`config.mk`:
```
export PLATFORM = sky130hd
export DESIGN_NAME = axm_bridge_top
export DESIGN_NICKNAME = d
export VERILOG_FILES = /design/src/axm_pkg.sv /design/src/axm_bridge_top.sv /design/src/axm_fetch_master.sv /design/src/axm_ls_master.sv
export VERILOG_INCLUDE_DIRS = /design/src /design/src/src
export SDC_FILE = /design/constraint.sdc
export NUM_CORES = 1
export LEC_CHECK = 0
export ABC_AREA = 1
export BUFFER_PORTS_ARGS = -buffer_cell sky130_fd_sc_hd__buf_4
export CORE_AREA = 2 2 257 259
export DETAILED_ROUTE_END_ITERATION = 10
export DIE_AREA = 0 0 259 261
export MAX_ROUTING_LAYER = met4
export SLEW_MARGIN = 10
export SYNTH_ARGS = -nofsm -noshare
export SYNTH_HDL_FRONTEND = slang
export SYNTH_SLANG_ARGS = --single-unit
```
`constraint.sdc`:
```
create_clock -name i_core_clk -period 4.4 [get_ports i_core_clk]
set_input_delay 0.88 -clock i_core_clk [delete_from_list [all_inputs] [get_ports i_core_clk]]
set_output_delay 0.88 -clock i_core_clk [all_outputs]
set_load 0.01 [all_outputs]
```
`src/axm_params.svh`:
```
// Purpose: constants for the fetch and load/store AXI4 masters
// Assumes: included by the package and every module but the slave model
// Notes: offsets are APB byte addresses
`ifndef AXM_PARAMS_SVH
`define AXM_PARAMS_SVH
`define AXM_ADDR_W 32
`define AXM_DATA_W 64
`define AXM_STRB_W 8
`define AXM_FETCH_TAG_W 3
`define AXM_LS_TAG_W 4
`define AXM_LEN_SINGLE 8'h00
`define AXM_SIZE_8B 3'h3
`define AXM_BURST_INCR 2'h1
`define AXM_LOCK_NORMAL 1'b0
`define AXM_FETCH_CACHE 4'hf
`define AXM_FETCH_PROT 3'h4
`define AXM_LS_PROT 3'h0
`define AXM_QOS_NONE 4'h0
`define AXM_REGION_NONE 4'h0
`define AXM_OFS_CTRL 12'h000
`define AXM_OFS_STATUS 12'h004
`define AXM_OFS_FADDR 12'h008
`define AXM_OFS_LADDR 12'h00c
`define AXM_OFS_WDLO 12'h010
`define AXM_OFS_WDHI 12'h014
`define AXM_OFS_ATTR 12'h018
`define AXM_OFS_FDLO 12'h01c
`define AXM_OFS_FDHI 12'h020
`define AXM_OFS_LDLO 12'h024
`define AXM_OFS_LDHI 12'h028
`define AXM_CT_FGO 0
`define AXM_CT_LGO 1
`define AXM_CT_LWR 2
`define AXM_ST_FBUSY 0
`define AXM_ST_LBUSY 1
`define AXM_ST_FRESP 4
`define AXM_ST_LRESP 8
`define AXM_AT_STRB 0
`define AXM_AT_SIZE 8
`define AXM_AT_CACHE 12
`define AXM_AT_FTAG 16
`define AXM_AT_LTAG 20
`define AXM_ATTR_RST 32'h0000_03ff
`endif

```
`src/axm_pkg.sv`:
```
// Purpose: types for the fetch and load/store AXI4 masters
// Assumes: axm_params.svh holds the numbers
// Notes: tag width differs per port, hence two struct sets
`include "axm_params.svh"
package axm_pkg;
    localparam int fetch_tag_width_param = `AXM_FETCH_TAG_W;
    localparam int loadstore_tag_width_param = `AXM_LS_TAG_W;
    typedef logic [fetch_tag_width_param-1:0] axm_ftag_t;
    typedef logic [loadstore_tag_width_param-1:0] axm_ltag_t;
    typedef struct packed {
        axm_ftag_t id;
        logic [`AXM_ADDR_W-1:0] addr;
        logic [7:0] len;
        logic [2:0] size;
        logic [1:0] burst;
        logic lock;
        logic [3:0] cache;
        logic [2:0] prot;
        logic [3:0] qos;
        logic [3:0] region;
    } axm_fax_s;
    typedef struct packed {
        axm_ltag_t id;
        logic [`AXM_ADDR_W-1:0] addr;
        logic [7:0] len;
        logic [2:0] size;
        logic [1:0] burst;
        logic lock;
        logic [3:0] cache;
        logic [2:0] prot;
        logic [3:0] qos;
        logic [3:0] region;
    } axm_lax_s;
    typedef struct packed {
        logic [`AXM_DATA_W-1:0] data;
        logic [`AXM_STRB_W-1:0] strb;
        logic last;
    } axm_w_s;
    typedef struct packed {
        axm_ftag_t id;
        logic [`AXM_DATA_W-1:0] data;
        logic [1:0] resp;
        logic last;
    } axm_fr_s;
    typedef struct packed {
        axm_ltag_t id;
        logic [`AXM_DATA_W-1:0] data;
        logic [1:0] resp;
        logic last;
    } axm_lr_s;
    typedef struct packed {
        axm_ftag_t id;
        logic [1:0] resp;
    } axm_fb_s;
    typedef struct packed {
        axm_ltag_t id;
        logic [1:0] resp;
    } axm_lb_s;
    typedef enum {ST_IDLE, ST_ADDR, ST_DATA, ST_WRITE, ST_BRESP} axm_state_e;
endpackage : axm_pkg

```
`src/axm_bridge_top.sv`:
```
// Purpose: APB-programmed fetch and load/store AXI4 masters
// Assumes: APB master holds request until pready; sync reset
// Notes: one transfer per port in flight; pready one cycle late
//
// Added by the designer: register access over APB and the placing of the registers.
`timescale 1ns/100ps
`include "axm_params.svh"
module axm_bridge_top (
    input logic i_core_clk,
    input logic i_sys_rst,
    input logic i_clk_en,
    input logic i_fetch_bus_clk_en,
    input logic i_ls_bus_clk_en,
    input logic i_psel,
    input logic i_penable,
    input logic i_pwrite,
    input logic [11:0] i_paddr,
    input logic [31:0] i_pwdata,
    output logic [31:0] o_prdata,
    output logic o_pready,
    output logic o_pslverr,
    output axm_pkg::axm_fax_s o_fetch_aw,
    output logic o_fetch_awvalid,
    input logic i_fetch_awready,
    output axm_pkg::axm_w_s o_fetch_w,
    output logic o_fetch_wvalid,
    input logic i_fetch_wready,
    input axm_pkg::axm_fb_s i_fetch_b,
    input logic i_fetch_bvalid,
    output logic o_fetch_bready,
    output axm_pkg::axm_fax_s o_fetch_ar,
    output logic o_fetch_arvalid,
    input logic i_fetch_arready,
    input axm_pkg::axm_fr_s i_fetch_r,
    input logic i_fetch_rvalid,
    output logic o_fetch_rready,
    output axm_pkg::axm_lax_s o_ls_aw,
    output logic o_ls_awvalid,
    input logic i_ls_awready,
    output axm_pkg::axm_w_s o_ls_w,
    output logic o_ls_wvalid,
    input logic i_ls_wready,
    input axm_pkg::axm_lb_s i_ls_b,
    input logic i_ls_bvalid,
    output logic o_ls_bready,
    output axm_pkg::axm_lax_s o_ls_ar,
    output logic o_ls_arvalid,
    input logic i_ls_arready,
    input axm_pkg::axm_lr_s i_ls_r,
    input logic i_ls_rvalid,
    output logic o_ls_rready
);
    logic fetch_ce, ls_ce, apb_acc, apb_wr;
    logic pready_q, pslverr_q;
    logic [31:0] prdata_q, rd_word;
    logic [31:0] faddr_q, laddr_q, attr_q;
    logic [63:0] wdata_q;
    logic fpend_q, lpend_q, lwr_q;
    logic fbusy, lbusy;
    logic [63:0] frdata, lrdata;
    logic [1:0] fresp, lresp;
    axm_pkg::axm_lax_s ls_ax;

    // shared by write decode and error answer
    function automatic logic axm_hit(input logic [11:0] a);
        case (a)
            `AXM_OFS_CTRL, `AXM_OFS_STATUS, `AXM_OFS_FADDR, `AXM_OFS_LADDR,
            `AXM_OFS_WDLO, `AXM_OFS_WDHI, `AXM_OFS_ATTR, `AXM_OFS_FDLO,
            `AXM_OFS_FDHI, `AXM_OFS_LDLO, `AXM_OFS_LDHI: axm_hit = 1'b1;
            default: axm_hit = 1'b0;
        endcase
    endfunction : axm_hit

    assign fetch_ce = i_clk_en & i_fetch_bus_clk_en;
    assign ls_ce = i_clk_en & i_ls_bus_clk_en;
    assign apb_acc = i_psel & i_penable & ~pready_q;
    // a write lands only at the edge where pready is sampled high
    assign apb_wr = i_psel & i_penable & pready_q & i_pwrite & axm_hit(i_paddr);
    assign o_pready = pready_q;
    assign o_prdata = prdata_q;
    assign o_pslverr = pslverr_q;

    always_ff @(posedge i_core_clk) begin
        if (i_sys_rst) begin
            pready_q <= 1'b0;
        end else if (i_clk_en) begin
            pready_q <= apb_acc;
        end
    end

    always_ff @(posedge i_core_clk) begin
        if (i_sys_rst) begin
            prdata_q <= 32'h0000_0000;
            pslverr_q <= 1'b0;
        end else if (i_clk_en && apb_acc) begin
            prdata_q <= i_pwrite ? 32'h0000_0000 : rd_word;
            pslverr_q <= ~axm_hit(i_paddr);
        end
    end

    always_comb begin
        rd_word = 32'h0000_0000;
        case (i_paddr)
            `AXM_OFS_CTRL: rd_word[`AXM_CT_LWR] = lwr_q;
            `AXM_OFS_STATUS: begin
                rd_word[`AXM_ST_FBUSY] = fbusy | fpend_q;
                rd_word[`AXM_ST_LBUSY] = lbusy | lpend_q;
                rd_word[`AXM_ST_FRESP +: 2] = fresp;
                rd_word[`AXM_ST_LRESP +: 2] = lresp;
            end
            `AXM_OFS_FADDR: rd_word = faddr_q;
            `AXM_OFS_LADDR: rd_word = laddr_q;
            `AXM_OFS_WDLO: rd_word = wdata_q[31:0];
            `AXM_OFS_WDHI: rd_word = wdata_q[63:32];
            `AXM_OFS_ATTR: rd_word = attr_q;
            `AXM_OFS_FDLO: rd_word = frdata[31:0];
            `AXM_OFS_FDHI: rd_word = frdata[63:32];
            `AXM_OFS_LDLO: rd_word = lrdata[31:0];
            `AXM_OFS_LDHI: rd_word = lrdata[63:32];
            default: rd_word = 32'h0000_0000;
        endcase
    end

    // configuration words; changing them mid-transfer is harmless,
    // the engines capture on start
    always_ff @(posedge i_core_clk) begin
        if (i_sys_rst) begin
            faddr_q <= 32'h0000_0000;
            laddr_q <= 32'h0000_0000;
            wdata_q <= 64'h0000_0000_0000_0000;
            attr_q <= `AXM_ATTR_RST;
        end else if (i_clk_en && apb_wr) begin
            case (i_paddr)
                `AXM_OFS_FADDR: faddr_q <= i_pwdata;
                `AXM_OFS_LADDR: laddr_q <= i_pwdata;
                `AXM_OFS_WDLO: wdata_q[31:0] <= i_pwdata;
                `AXM_OFS_WDHI: wdata_q[63:32] <= i_pwdata;
                `AXM_OFS_ATTR: attr_q <= i_pwdata;
                default: attr_q <= attr_q;
            endcase
        end
    end

    // pending requests; a software set beats the engine's clear
    always_ff @(posedge i_core_clk) begin
        if (i_sys_rst) begin
            fpend_q <= 1'b0;
            lpend_q <= 1'b0;
            lwr_q <= 1'b0;
        end else if (i_clk_en) begin
            if (apb_wr && i_paddr == `AXM_OFS_CTRL && i_pwdata[`AXM_CT_FGO]) begin
                fpend_q <= 1'b1;
            end else if (fpend_q && !fbusy && fetch_ce) begin
                // clear only when the engine takes it, so go while busy stays queued
                fpend_q <= 1'b0;
            end
            if (apb_wr && i_paddr == `AXM_OFS_CTRL && i_pwdata[`AXM_CT_LGO]) begin
                lpend_q <= 1'b1;
                lwr_q <= i_pwdata[`AXM_CT_LWR];
            end else if (lpend_q && !lbusy && ls_ce) begin
                lpend_q <= 1'b0;
            end
        end
    end

    axm_fetch_master u_fetch (
        .i_core_clk(i_core_clk),
        .i_sys_rst(i_sys_rst),
        .i_clk_en(i_clk_en),
        .i_bus_clk_en(i_fetch_bus_clk_en),
        .i_start(fpend_q & ~fbusy),
        .i_addr(faddr_q),
        .i_tag(attr_q[`AXM_AT_FTAG +: axm_pkg::fetch_tag_width_param]),
        .o_aw(o_fetch_aw),
        .o_awvalid(o_fetch_awvalid),
        .o_w(o_fetch_w),
        .o_wvalid(o_fetch_wvalid),
        .o_bready(o_fetch_bready),
        .o_ar(o_fetch_ar),
        .o_arvalid(o_fetch_arvalid),
        .i_arready(i_fetch_arready),
        .i_r(i_fetch_r),
        .i_rvalid(i_fetch_rvalid),
        .o_rready(o_fetch_rready),
        .o_busy(fbusy),
        .o_rdata(frdata),
        .o_rresp(fresp)
    );

    axm_ls_master u_ls (
        .i_core_clk(i_core_clk),
        .i_sys_rst(i_sys_rst),
        .i_clk_en(i_clk_en),
        .i_bus_clk_en(i_ls_bus_clk_en),
        .i_start(lpend_q & ~lbusy),
        .i_write(lwr_q),
        .i_addr(laddr_q),
        .i_wdata(wdata_q),
        .i_strb(attr_q[`AXM_AT_STRB +: 8]),
        .i_size(attr_q[`AXM_AT_SIZE +: 3]),
        .i_cache(attr_q[`AXM_AT_CACHE +: 4]),
        .i_tag(attr_q[`AXM_AT_LTAG +: axm_pkg::loadstore_tag_width_param]),
        .o_ax(ls_ax),
        .o_awvalid(o_ls_awvalid),
        .i_awready(i_ls_awready),
        .o_w(o_ls_w),
        .o_wvalid(o_ls_wvalid),
        .i_wready(i_ls_wready),
        .i_b(i_ls_b),
        .i_bvalid(i_ls_bvalid),
        .o_bready(o_ls_bready),
        .o_arvalid(o_ls_arvalid),
        .i_arready(i_ls_arready),
        .i_r(i_ls_r),
        .i_rvalid(i_ls_rvalid),
        .o_rready(o_ls_rready),
        .o_busy(lbusy),
        .o_rdata(lrdata),
        .o_resp(lresp)
    );

    assign o_ls_aw = ls_ax;
    assign o_ls_ar = ls_ax;
endmodule : axm_bridge_top

```
`src/axm_fetch_master.sv`:
```
// Purpose: read-only fetch AXI4 master engine
// Assumes: i_start held until o_busy rises
// Notes: one outstanding read
`timescale 1ns/100ps
`include "axm_params.svh"
module axm_fetch_master (
    input logic i_core_clk,
    input logic i_sys_rst,
    input logic i_clk_en,
    input logic i_bus_clk_en,
    input logic i_start,
    input logic [`AXM_ADDR_W-1:0] i_addr,
    input axm_pkg::axm_ftag_t i_tag,
    output axm_pkg::axm_fax_s o_aw,
    output logic o_awvalid,
    output axm_pkg::axm_w_s o_w,
    output logic o_wvalid,
    output logic o_bready,
    output axm_pkg::axm_fax_s o_ar,
    output logic o_arvalid,
    input logic i_arready,
    input axm_pkg::axm_fr_s i_r,
    input logic i_rvalid,
    output logic o_rready,
    output logic o_busy,
    output logic [`AXM_DATA_W-1:0] o_rdata,
    output logic [1:0] o_rresp
);
    axm_pkg::axm_state_e st_q;
    logic ce;
    logic [`AXM_ADDR_W-1:0] addr_q;
    axm_pkg::axm_ftag_t tag_q;

    assign ce = i_clk_en & i_bus_clk_en;
    always_ff @(posedge i_core_clk) begin
        if (i_sys_rst) begin
            st_q <= axm_pkg::ST_IDLE;
            addr_q <= '0;
            tag_q <= '0;
        end else if (ce) begin
            case (st_q)
                axm_pkg::ST_IDLE: begin
                    if (i_start) begin
                        st_q <= axm_pkg::ST_ADDR;
                        addr_q <= i_addr;
                        tag_q <= i_tag;
                    end
                end
                axm_pkg::ST_ADDR: if (i_arready) st_q <= axm_pkg::ST_DATA;
                axm_pkg::ST_DATA: if (i_rvalid) st_q <= axm_pkg::ST_IDLE;
                default: st_q <= axm_pkg::ST_IDLE;
            endcase
        end
    end

    always_ff @(posedge i_core_clk) begin
        if (i_sys_rst) begin
            o_rdata <= '0;
            o_rresp <= 2'h0;
        end else if (ce && st_q == axm_pkg::ST_DATA && i_rvalid) begin
            o_rdata <= i_r.data;
            o_rresp <= i_r.resp;
        end
    end

    // write side exists only as tied-off wires
    assign o_awvalid = 1'b0;
    assign o_wvalid = 1'b0;
    assign o_bready = 1'b0;
    assign o_aw = '0;
    assign o_w = '0;
    assign o_arvalid = (st_q == axm_pkg::ST_ADDR);
    assign o_rready = (st_q == axm_pkg::ST_DATA);
    assign o_busy = (st_q != axm_pkg::ST_IDLE);
    assign o_ar = '{id: tag_q, addr: addr_q, len: `AXM_LEN_SINGLE,
                    size: `AXM_SIZE_8B, burst: `AXM_BURST_INCR,
                    lock: `AXM_LOCK_NORMAL, cache: `AXM_FETCH_CACHE,
                    prot: `AXM_FETCH_PROT, qos: `AXM_QOS_NONE,
                    region: `AXM_REGION_NONE};
endmodule : axm_fetch_master

```
`src/axm_ls_master.sv`:
```
// Purpose: load/store AXI4 master engine, single beats
// Assumes: i_start held until o_busy rises
// Notes: aw and w issued together, either may win
`timescale 1ns/100ps
`include "axm_params.svh"
module axm_ls_master (
    input logic i_core_clk,
    input logic i_sys_rst,
    input logic i_clk_en,
    input logic i_bus_clk_en,
    input logic i_start,
    input logic i_write,
    input logic [`AXM_ADDR_W-1:0] i_addr,
    input logic [`AXM_DATA_W-1:0] i_wdata,
    input logic [`AXM_STRB_W-1:0] i_strb,
    input logic [2:0] i_size,
    input logic [3:0] i_cache,
    input axm_pkg::axm_ltag_t i_tag,
    output axm_pkg::axm_lax_s o_ax,
    output logic o_awvalid,
    input logic i_awready,
    output axm_pkg::axm_w_s o_w,
    output logic o_wvalid,
    input logic i_wready,
    input axm_pkg::axm_lb_s i_b,
    input logic i_bvalid,
    output logic o_bready,
    output logic o_arvalid,
    input logic i_arready,
    input axm_pkg::axm_lr_s i_r,
    input logic i_rvalid,
    output logic o_rready,
    output logic o_busy,
    output logic [`AXM_DATA_W-1:0] o_rdata,
    output logic [1:0] o_resp
);
    axm_pkg::axm_state_e st_q;
    logic ce, aw_done_q, w_done_q, aw_ok, w_ok;
    logic [`AXM_ADDR_W-1:0] addr_q;
    logic [`AXM_DATA_W-1:0] wdata_q;
    logic [`AXM_STRB_W-1:0] strb_q;
    logic [2:0] size_q;
    logic [3:0] cache_q;
    axm_pkg::axm_ltag_t tag_q;

    assign ce = i_clk_en & i_bus_clk_en;
    assign aw_ok = aw_done_q | i_awready;
    assign w_ok = w_done_q | i_wready;
    always_ff @(posedge i_core_clk) begin
        if (i_sys_rst) begin
            st_q <= axm_pkg::ST_IDLE;
            aw_done_q <= 1'b0;
            w_done_q <= 1'b0;
        end else if (ce) begin
            case (st_q)
                axm_pkg::ST_IDLE: begin
                    if (i_start) st_q <= i_write ? axm_pkg::ST_WRITE : axm_pkg::ST_ADDR;
                end
                axm_pkg::ST_ADDR: if (i_arready) st_q <= axm_pkg::ST_DATA;
                axm_pkg::ST_DATA: if (i_rvalid) st_q <= axm_pkg::ST_IDLE;
                axm_pkg::ST_WRITE: begin
                    // either channel may be accepted first; keep the other up
                    aw_done_q <= aw_ok & ~w_ok;
                    w_done_q <= w_ok & ~aw_ok;
                    if (aw_ok && w_ok) st_q <= axm_pkg::ST_BRESP;
                end
                axm_pkg::ST_BRESP: if (i_bvalid) st_q <= axm_pkg::ST_IDLE;
                default: st_q <= axm_pkg::ST_IDLE;
            endcase
        end
    end

    always_ff @(posedge i_core_clk) begin
        if (i_sys_rst) begin
            addr_q <= '0;
            wdata_q <= '0;
            strb_q <= '0;
            size_q <= 3'h0;
            cache_q <= 4'h0;
            tag_q <= '0;
        end else if (ce && st_q == axm_pkg::ST_IDLE && i_start) begin
            addr_q <= i_addr;
            wdata_q <= i_wdata;
            strb_q <= i_strb;
            size_q <= i_size;
            cache_q <= i_cache;
            tag_q <= i_tag;
        end
    end

    always_ff @(posedge i_core_clk) begin
        if (i_sys_rst) begin
            o_rdata <= '0;
            o_resp <= 2'h0;
        end else if (ce && st_q == axm_pkg::ST_DATA && i_rvalid) begin
            o_rdata <= i_r.data;
            o_resp <= i_r.resp;
        end else if (ce && st_q == axm_pkg::ST_BRESP && i_bvalid) begin
            o_resp <= i_b.resp;
        end
    end

    assign o_awvalid = (st_q == axm_pkg::ST_WRITE) & ~aw_done_q;
    assign o_wvalid = (st_q == axm_pkg::ST_WRITE) & ~w_done_q;
    assign o_bready = (st_q == axm_pkg::ST_BRESP);
    assign o_arvalid = (st_q == axm_pkg::ST_ADDR);
    assign o_rready = (st_q == axm_pkg::ST_DATA);
    assign o_busy = (st_q != axm_pkg::ST_IDLE);
    assign o_w = '{data: wdata_q, strb: strb_q, last: 1'b1};
    assign o_ax = '{id: tag_q, addr: addr_q, len: `AXM_LEN_SINGLE,
                    size: size_q, burst: `AXM_BURST_INCR,
                    lock: `AXM_LOCK_NORMAL, cache: cache_q,
                    prot: `AXM_LS_PROT, qos: `AXM_QOS_NONE,
                    region: `AXM_REGION_NONE};
endmodule : axm_ls_master

```
# After elaboration in Yosys (flattened, before gate mapping)
# Index checks and enable logic that the tools add are counted.
[classes]
n_mux = 28
eq_ne = 30
bitwise_logic = 25
reduce_logical = 42
[ops]
columns = ["op", "count"]
rows = [
  ["$mux W32", 9],
  ["$pmux W22 S9", 1],
  ["$eq A32 B2 Y1 const B", 5],
  ["$pmux W32 S5", 1],
  ["$eq A32 B3 Y1 const B", 4],
  ["$logic_not A32 Y1", 3],
  ["$pmux W32 S3", 1],
  ["$eq A32 B1 Y1 const B", 2],
  ["$reduce_bool A32 Y1", 2],
  ["$pmux W2 S10", 3],
  ["$eq A12 B5 Y1 const B", 4],
  ["$eq A12 B6 Y1 const B", 3],
  ["$eq A32 B4 Y1 const B", 1],
  ["$eq A12 B4 Y1 const B", 2],
  ["$logic_and A1 B1 Y1", 18],
  ["$pmux W2 S9", 1],
  ["$reduce_and A2 Y1", 9],
  ["$and A1 B1 Y1", 13],
  ["$eq A12 B3 Y1 const B", 1],
  ["$logic_not A12 Y1", 1],
  ["$reduce_or A11 Y1", 1],
  ["$ne A2 B2 Y1 const B", 5],
  ["$pmux W1 S10", 1],
  ["$pmux W1 S9", 1],
  ["other kinds (10)", 33],
]
[totals]
out_inout_bits = 448
elab_cells = 152
input_bits = 214
register_bits = 545

# Depth between registers and ports, before layout
# Gate-level depths: netlist of run 1.
[logic_depth]
depth_word = 8
mapped_depth = 14
mapped_depth_nobuf = 12

# By module
# Synthesis of run 1 repeated with hierarchy kept, for this count alone.
[unflattened]
hier_cells = 3441
hier_area_um2 = 23182.2
[by_module_without_submodules]
columns = ["module", "cells_per_inst", "area_per_inst_um2", "instances", "seq_area_each_um2"]
rows = [
  ["axm_bridge_top", 1923, 11365.9, 1, 3943.8],
  ["axm_ls_master", 882, 6839.1, 1, 3723.6],
  ["axm_fetch_master", 636, 4977.3, 1, 2062.0],
]

# Least setup slack after synthesis of run 1
# Ideal clock, no wire load.
[synth_timing]
path_kind = "input-to-reg"
startpoint = "input i_paddr[11]"
endpoint = "register faddr_q[10]"
arrival_time_ps = 2161
setup_time_ps = 113
required_ps = 4287
stages = 12
setup_slack_ps = 2126
n_path_buf = 2
path_cell_list = "nor2_4 -> nand2_8 -> nor2_2 -> buf_4 -> nand2_2 -> nand2_2 -> nor2_2 -> nand3_4 -> nand3_4 -> buf_2 -> nor2_1 -> nor2_1"
[synth_via]
elab_chain_cells = 6
word_cells_on_any_way = 16
cone_classes = "eq/ne: 10; mux: 1; bitwise: 1; reduce/logical: 4"
[synth_rtl]
columns = ["item", "line_no", "rtl"]
rows = [
  ["from (decl)", "axm_bridge_top.sv:17", "input logic [11:0] i_paddr,"],
  ["$eq A12 B5 Y1 (tied with other cells)", "axm_bridge_top.sv:66", "case (a)"],
  ["$reduce_or A11 Y1", "axm_bridge_top.sv:66", ""],
  ["$mux W1", "axm_bridge_top.sv:66", ""],
  ["$and A1 B1 Y1", "axm_bridge_top.sv:78", "assign apb_wr = i_psel & i_penable & pready_q & i_pwrite & axm_hit(i_paddr);"],
  ["$logic_and A1 B1 Y1", "axm_bridge_top.sv:132", "end else if (i_clk_en && apb_wr) begin"],
  ["$reduce_and A2 Y1 (no line) *", "-", ""],
  ["to (signal assigned)", "axm_bridge_top.sv:134", "`AXM_OFS_FADDR: faddr_q <= i_pwdata;"],
  ["to (decl)", "axm_bridge_top.sv:56", "logic [31:0] faddr_q, laddr_q, attr_q;"],
]
# Every way passes the cells marked *; elsewhere a longest branch is shown, timed or not.
# A chain may end at the register's enable or synchronous reset.

# Worst setup path in the final report of run 1
[layout_timing]
startpoint = "input i_paddr[1]"
endpoint = "register wdata_q[15]"
[layout_via]
elab_chain_cells = 6
word_cells_on_any_way = 16
cone_classes = "eq/ne: 10; mux: 1; bitwise: 1; reduce/logical: 4"
[layout_rtl]
columns = ["item", "line_no", "rtl"]
rows = [
  ["$eq A12 B5 Y1 (tied with other cells)", "axm_bridge_top.sv:66", ""],
  ["$reduce_or A11 Y1", "axm_bridge_top.sv:66", ""],
  ["$mux W1", "axm_bridge_top.sv:66", ""],
  ["$and A1 B1 Y1", "axm_bridge_top.sv:78", ""],
  ["$logic_and A1 B1 Y1", "axm_bridge_top.sv:132", ""],
  ["$reduce_and A2 Y1 (no line) *", "-", ""],
  ["to (signal assigned)", "axm_bridge_top.sv:136", "`AXM_OFS_WDLO: wdata_q[31:0] <= i_pwdata;"],
  ["to (decl)", "axm_bridge_top.sv:57", "logic [63:0] wdata_q;"],
]
# Marks and branches as above.

==> results of run 1 <==
==> registers in the layout, summed over array words and instances (netlist names), 2 cells and up <==
| name | cells |
|---|---|
| u_fetch.o_rdata | 64 |
| u_ls.o_rdata | 64 |
| u_ls.wdata_q | 64 |
| wdata_q | 64 |
| attr_q | 32 |
| faddr_q | 32 |
| laddr_q | 32 |
| o_prdata | 32 |
| u_fetch.addr_q | 32 |
| u_ls.addr_q | 32 |
| u_ls.strb_q | 8 |
| u_ls.cache_q | 4 |
| u_ls.tag_q | 4 |
| u_fetch.tag_q | 3 |
| u_ls.size_q | 3 |
| u_ls.st_q | 3 |
| u_fetch.o_rresp | 2 |
| u_fetch.st_q | 2 |
| u_ls.o_resp | 2 |
==> power by group through the flow <==
stage | combinational, mW | sequential (mW) | clock, mW
finish | 0.475 | 4.40 | 4.78
global route | 0.516 | 4.40 | 5.02
CTS | 0.469 | 4.40 | 4.85
detailed placement | 0.468 | 4.50 | 0
global placement | 0.469 | 4.50 | 0
floorplan | 0.353 | 4.50 | 0
==> critical path: cells and delay by family <==
| family | cells | cell delay (ps) |
|---|---|---|
| and+or+nand+nor | 9 | 2310 |
| buffers and inverters | 2 | 190 |
==> worst min path at each step <==
stage,to,slack [ps],from,depth (start not counted)
floorplan,u_ls.o_rdata[36],420,u_ls.o_rdata[36],2
global placement,u_ls.o_rdata[17],440,u_ls.o_rdata[17],2
detailed placement,u_ls.o_rdata[17],450,u_ls.o_rdata[17],2
CTS,u_fetch.o_rdata[59],460,u_fetch.o_rdata[59],2
global route,o_prdata[19],480,o_prdata[19],2
finish,u_ls.o_rdata[6],460,u_ls.o_rdata[6],2
==> stage by stage <==
step                utilization [%]  hold slack, ps  setup slack [ps]  cells
global placement               39.2             442               971   4383
global route                   42.1             478              1300   4492
floorplan                         -             425              2130   3520
CTS                            42.0             456              1570   4484
finish                         42.1             457              1460   4492
detailed placement             39.2             447               932   4383
==> placed cells by master (no fill, tap or decap), types with 4 or more instances in the layout <==
cell type and instances:
clkbuf_16 55, nand3_4 5, inv_2 24, nand4_1 45, nor2_1 632, clkbuf_1 12
nand3_1 293, conb_1 214, buf_4 461, nor3_1 4, nand3b_1 17, nand2_1 526
dfxtp_1 486, nor2_4 10, inv_1 265, bufinv_16 6, diode_2 8, nand2_2 5
a21oi_1 198, clkinv_2 11, nand3_2 4, o21ai_0 307, buf_12 7, clkbuf_8 12
nor2_2 4
==> layout make-up <==
cell class	count	area, sq um
inverters	292	1100
clock inverters	22	277
repair buffers	468	3600
diodes	8	20.0
clock buffers	79	1590
well taps	864	1080
fillers	6908	37700
multi-input cells	2273	9970
flip-flops and latches	486	9730
==> kinds of logic (layout without fill, tap and decap cells) <==
family / after synthesis / after routing / synth area share, %
DFF: 486 / 486 / 42.7
other: 2 / 222 / 0.0329
AOI/OAI and AO/OA: 509 / 509 / 11.2
and+or+nand+nor: 1550 / 1550 / 28.8
buffers and inverters: 761 / 861 / 17.3
==> layer usage <==
layer | vias to the layer above | share of wire [%] | global-route usage (%)
li1 | 10500 | - | -
met1 | 9981 | 40 | 32.1
met2 | 801 | 48 | 45.9
met3 | 155 | 7.6 | 6.33
met4 | 0 | 4.6 | 11.7
met5 | - | 0 | -
==> results.json, run 1 <==
{
  "status": "complete, no violations",
  "synth_enable_flop_cells": 0,
  "hold_buffers": 0,
  "cp-start-kind": "primary input",
  "finalHoldViolations": 0,
  "synth.top_cell.area_share_pct": 42.7,
  "clk_path_buf_depth": 3,
  "avgSynthCellArea_sq_um": 6.89,
  "p_leak_nw": 13.1,
  "num_rows": 94,
  "drtIter0Drc": 1868,
  "r2r-start": "u_fetch.st_q[0]",
  "ant_nets": 0,
  "r2r-end": "u_fetch.addr_q[13]",
  "p_int_mw": 7.40,
  "cts_buffers": 54,
  "p_switching_mw": 2.26,
  "slew_headroom_pct": 27.9,
  "viasPerCell": 4.78,
  "gp_congestion": 0.939,
  "cts.clk_slew.worst_paths_ps": 60,
  "fp.dieH_um": 261,
  "fmax_ghz": 0.340,
  "die_area_sq_um": 67600,
  "final_max_slew_viol_count": 0,
  "routedWlPerCell_um": 20.8,
  "wirelength_mm": 93.6,
  "finClkSkew_ps": 16.5,
  "grt_usage_pct": 27.6,
  "holdCritPathClass": "flop to flop",
  "crit_end": "wdata_q[15]",
  "port_buffers": 426,
  "worstPathMaxFanout": 63,
  "dr_total_vias": 21500,
  "grt_max_degree": 123,
  "synth.distinct_cells": 31,
  "crit_arrival_ps": 3440,
  "grt_setup_unrepaired": "no",
  "r2r_slack_ps": 2150,
  "fin_nets": 3789,
  "crit_start": "i_paddr[1]",
  "worstPathCellList": "buf_4, nor2_2, nand2_1, nor2_4, nand2_1, nand2_1, inv_1, nand3_4, nand3_4, nor2_1, nor2_1",
  "initial_core_util_pct": 35.0,
  "grt_pass1_vias": 19400,
  "yosysTopAreaCell": "dfxtp_1",
  "p_total_mw": 9.66,
  "worst_pin_slew_ps": 1080,
  "setup_viol_count_final": 0,
  "grt.overflow.total": 0,
  "ys_warn_count": 0,
  "post_cts_resized": 0,
  "clock-sinks": 486,
  "synth_ff_type": "dfxtp_1",
  "htree_levels": 2,
  "pwr-share-seq_pct": 45.6,
  "finalCritPeriodShare_pct": 66.8,
  "coreArea_sq_um": 65000,
  "dieWidth_um": 259,
  "yosysMostFrequentCell": "nor2_1",
  "syn-cell-area_sq_um": 22800,
  "yosysSeqAreaShare_pct": 42.7,
  "final_area_sq_um": 27400,
  "cts_setup_buffers": 0,
  "placed_area_sq_um": 25500,
  "clockRootBuffer": "clkbuf_16",
  "ir_drop_uv": 264,
  "area_delta_synth_final_pct": 20.1,
  "critPathCaptureType": "flop",
  "ios": 662,
  "tritoncts": "built",
  "final_layout_size_suffix_gt1_share_pct": 17.0,
  "grt_pass1_wl_mm": 132,
  "switching_share_pct": 23.4,
  "tns_ps": 0,
  "ys_top_cells_by_count": "nor2_1 (633), nand2_1 (526), dfxtp_1 (486)",
  "combPwrFrac_pct": 4.9,
  "antenna_found_initial": 8,
  "power_frac_clock_pct": 49.5,
  "first_pass_iters": 6,
  "crit_type": "primary input to flop",
  "critPathMaxStageDelay_ps": 660,
  "dp_hpwl_mm": 69.7,
  "powerDensity_nw_per_um2": 353,
  "synth_area_leaders": "dfxtp_1 (43%), nor2_1 (10%), nand2_1 (8.7%)",
  "drc_errors": 0,
  "crit_path_frequent_cell": "nand2_1",
  "synthArstFlopShare_pct": 0,
  "postSynthCellCount": 3308,
  "reg2regPathDepth": 8,
  "ys_seq_elements": 486,
  "clock_latency_ps": 610,
  "cap_violations": 0,
  "crit_slowest_cell": "nand3_4",
  "period_needed_ps": 2940,
  "worstPathRequired_ps": 4900
}
(Power assumes the default switching activity.)
==> run 2: changes to the inputs <==
Settings changed: CORE_AREA 2 2 257 259 to 2 2 259 261, DIE_AREA 0 0 259 261 to 0 0 261 263.
Clock period 4.4 ns to 2.4 ns, I/O delays scaled along.
==> run 2 against run 1 <==
  * Combinational power increased by 93%
  * Setup slack worse by 1300 ps
  * Critical path type is now flop to output port
  * Sequential power grew 83%
  * Worst hold slack lost 350 ps
  * Non-clock buffer count up 69
  * Power grew 77%
  * Critical endpoint is now o_ls_arvalid
  * Count of clock-buffer cells in the layout grew 1
==> results.json, run 2 (same netlist as run 1, synthesis figures left out) <==
{
  "status": "complete, no violations",
  "finClkSkew_ps": 35.8,
  "final_layout_size_suffix_gt1_share_pct": 18.4,
  "layout_commonest_cell": "nor2_1",
  "ant_nets": 0,
  "grt_pass1_vias": 20200,
  "worst_pin_slew_ps": 593,
  "final_area_sq_um": 28000,
  "hold_slack_ps": 109,
  "period_needed_ps": 2210,
  "setup_viol_count_final": 0,
  "antenna_found_initial": 1,
  "worstPathRequired_ps": 1920,
  "p_leak_nw": 13.5,
  "cap_violations": 0,
  "finalCritPeriodShare_pct": 92.0,
  "finalHoldViolations": 0,
  "placed_area_sq_um": 26300,
  "area_delta_synth_final_pct": 22.9,
  "clk_path_buf_depth": 3,
  "ios": 662,
  "fp.dieH_um": 263,
  "hold_buffers": 0,
  "port_buffers": 426,
  "drc_errors": 0,
  "cts_setup_buffers": 0,
  "dr_total_vias": 21600,
  "grt_usage_pct": 27.8,
  "worstPathMaxFanout": 5,
  "wirelength_mm": 95.1,
  "critPathCaptureType": "output port",
  "gp_congestion": 0.959,
  "crit_type": "flop to output port",
  "final_max_slew_viol_count": 0,
  "slew_headroom_pct": 60.1,
  "fin_util_pct": 42.7,
  "first_pass_iters": 7,
  "dieWidth_um": 261,
  "cts_buffers": 54,
  "reg2regPathDepth": 8,
  "drtIter0Drc": 1786,
  "min_delay_path_depth": 3,
  "grt_pass1_wl_mm": 136,
  "cp-start-kind": "flop",
  "fill_cells": 7036,
  "ir_drop_uv": 511,
  "die_area_sq_um": 68600,
  "clock-sinks": 486,
  "clockRootBuffer": "clkbuf_16",
  "grt_setup_unrepaired": "no",
  "cts.clk_slew.worst_paths_ps": 60,
  "power_frac_clock_pct": 47.4,
  "initial_core_util_pct": 34.7,
  "pwr-share-seq_pct": 47.2,
  "final_cell_mix": "nor2_1 (632), nand2_1 (526), buf_4 (507), dfxtp_1 (486), o21ai_0 (307)",
  "tritoncts": "built",
  "viasPerCell": 4.76,
  "fmax_ghz": 0.453,
  "dp_hpwl_mm": 72.7,
  "crit_arrival_ps": 1730,
  "routedWlPerCell_um": 20.9,
  "grt.overflow.total": 0,
  "powerDensity_nw_per_um2": 610,
  "holdCritPathClass": "primary input to flop",
  "p_int_mw": 13.0,
  "htree_levels": 2,
  "p_switching_mw": 4.11,
  "num_rows": 94,
  "tns_ps": 0,
  "combPwrFrac_pct": 5.4,
  "fin_nets": 3858,
  "clock_latency_ps": 630,
  "switching_share_pct": 24.0,
  "coreArea_sq_um": 65600,
  "grt_max_degree": 85
}
## run 2: stage by stage
step	cells	worst slack [ps]	power, mW
after floorplan	3520	526	8.90
after global placement	4452	53.2	9.15
after detailed placement	4452	61.7	9.15
after CTS	4549	122	17.2
after global routing	4550	90.0	17.6
final	4551	193	17.1
## run 2: final timing paths
check	from	to	slack (ps)
worst min register to register	u_ls.o_rdata[16]	u_ls.o_rdata[16]	460
worst min-delay path	i_ls_r[66]	u_ls.o_rdata[63]	110
worst max-delay path	u_ls.st_q[0]	o_ls_arvalid	190
worst max register to register	u_ls.st_q[1]	u_ls.o_rdata[20]	370
## run 2: area by class of cell
class / count / area, sq um / share of cell area (%)
Inverter: 292 / 1100 / 3.94
Clock buffer: 80 / 1600 / 5.71
Timing Repair Buffer: 537 / 4410 / 15.7
Tap cell: 864 / 1080 / 3.86
Multi-Input combinational cell: 2273 / 9970 / 35.6
Antenna cell: 2 / 5.00 / 0.0179
Sequential cell: 486 / 9730 / 34.7
Clock inverter: 17 / 113 / 0.402
## run 2: routing by layer
metal  track usage (%)  routed length [um]  vias up
met3              5.04                6260      145
met1              32.7               38000    10100
met4              10.8                4060        0
li1                  -                   -    10600
met2              46.9               46800      735
met5                 -                   0        -
## run 2: what timing repair did
| action | in CTS | in global routing |
|---|---|---|
| resized for setup | 0 | 1 |
| endpoints found under the hold margin | 0 | 0 |
| endpoints found under the setup margin | 0 | 2 |
## run 2: power groups by stage
stage               Sequential, mW  Clock, mW  Combinational, mW
floorplan                     8.25          0              0.648
global placement              8.25          0              0.905
detailed placement            8.25          0              0.901
CTS                           8.07       8.20              0.903
global route                  8.06       8.53              0.987
finish                        8.07       8.10              0.915
## run 2: critical path, cell delays in order (launching register included)
cell     delay [ps]
dfxtp_1         390
inv_1            80
nor3_1          430
buf_4           220
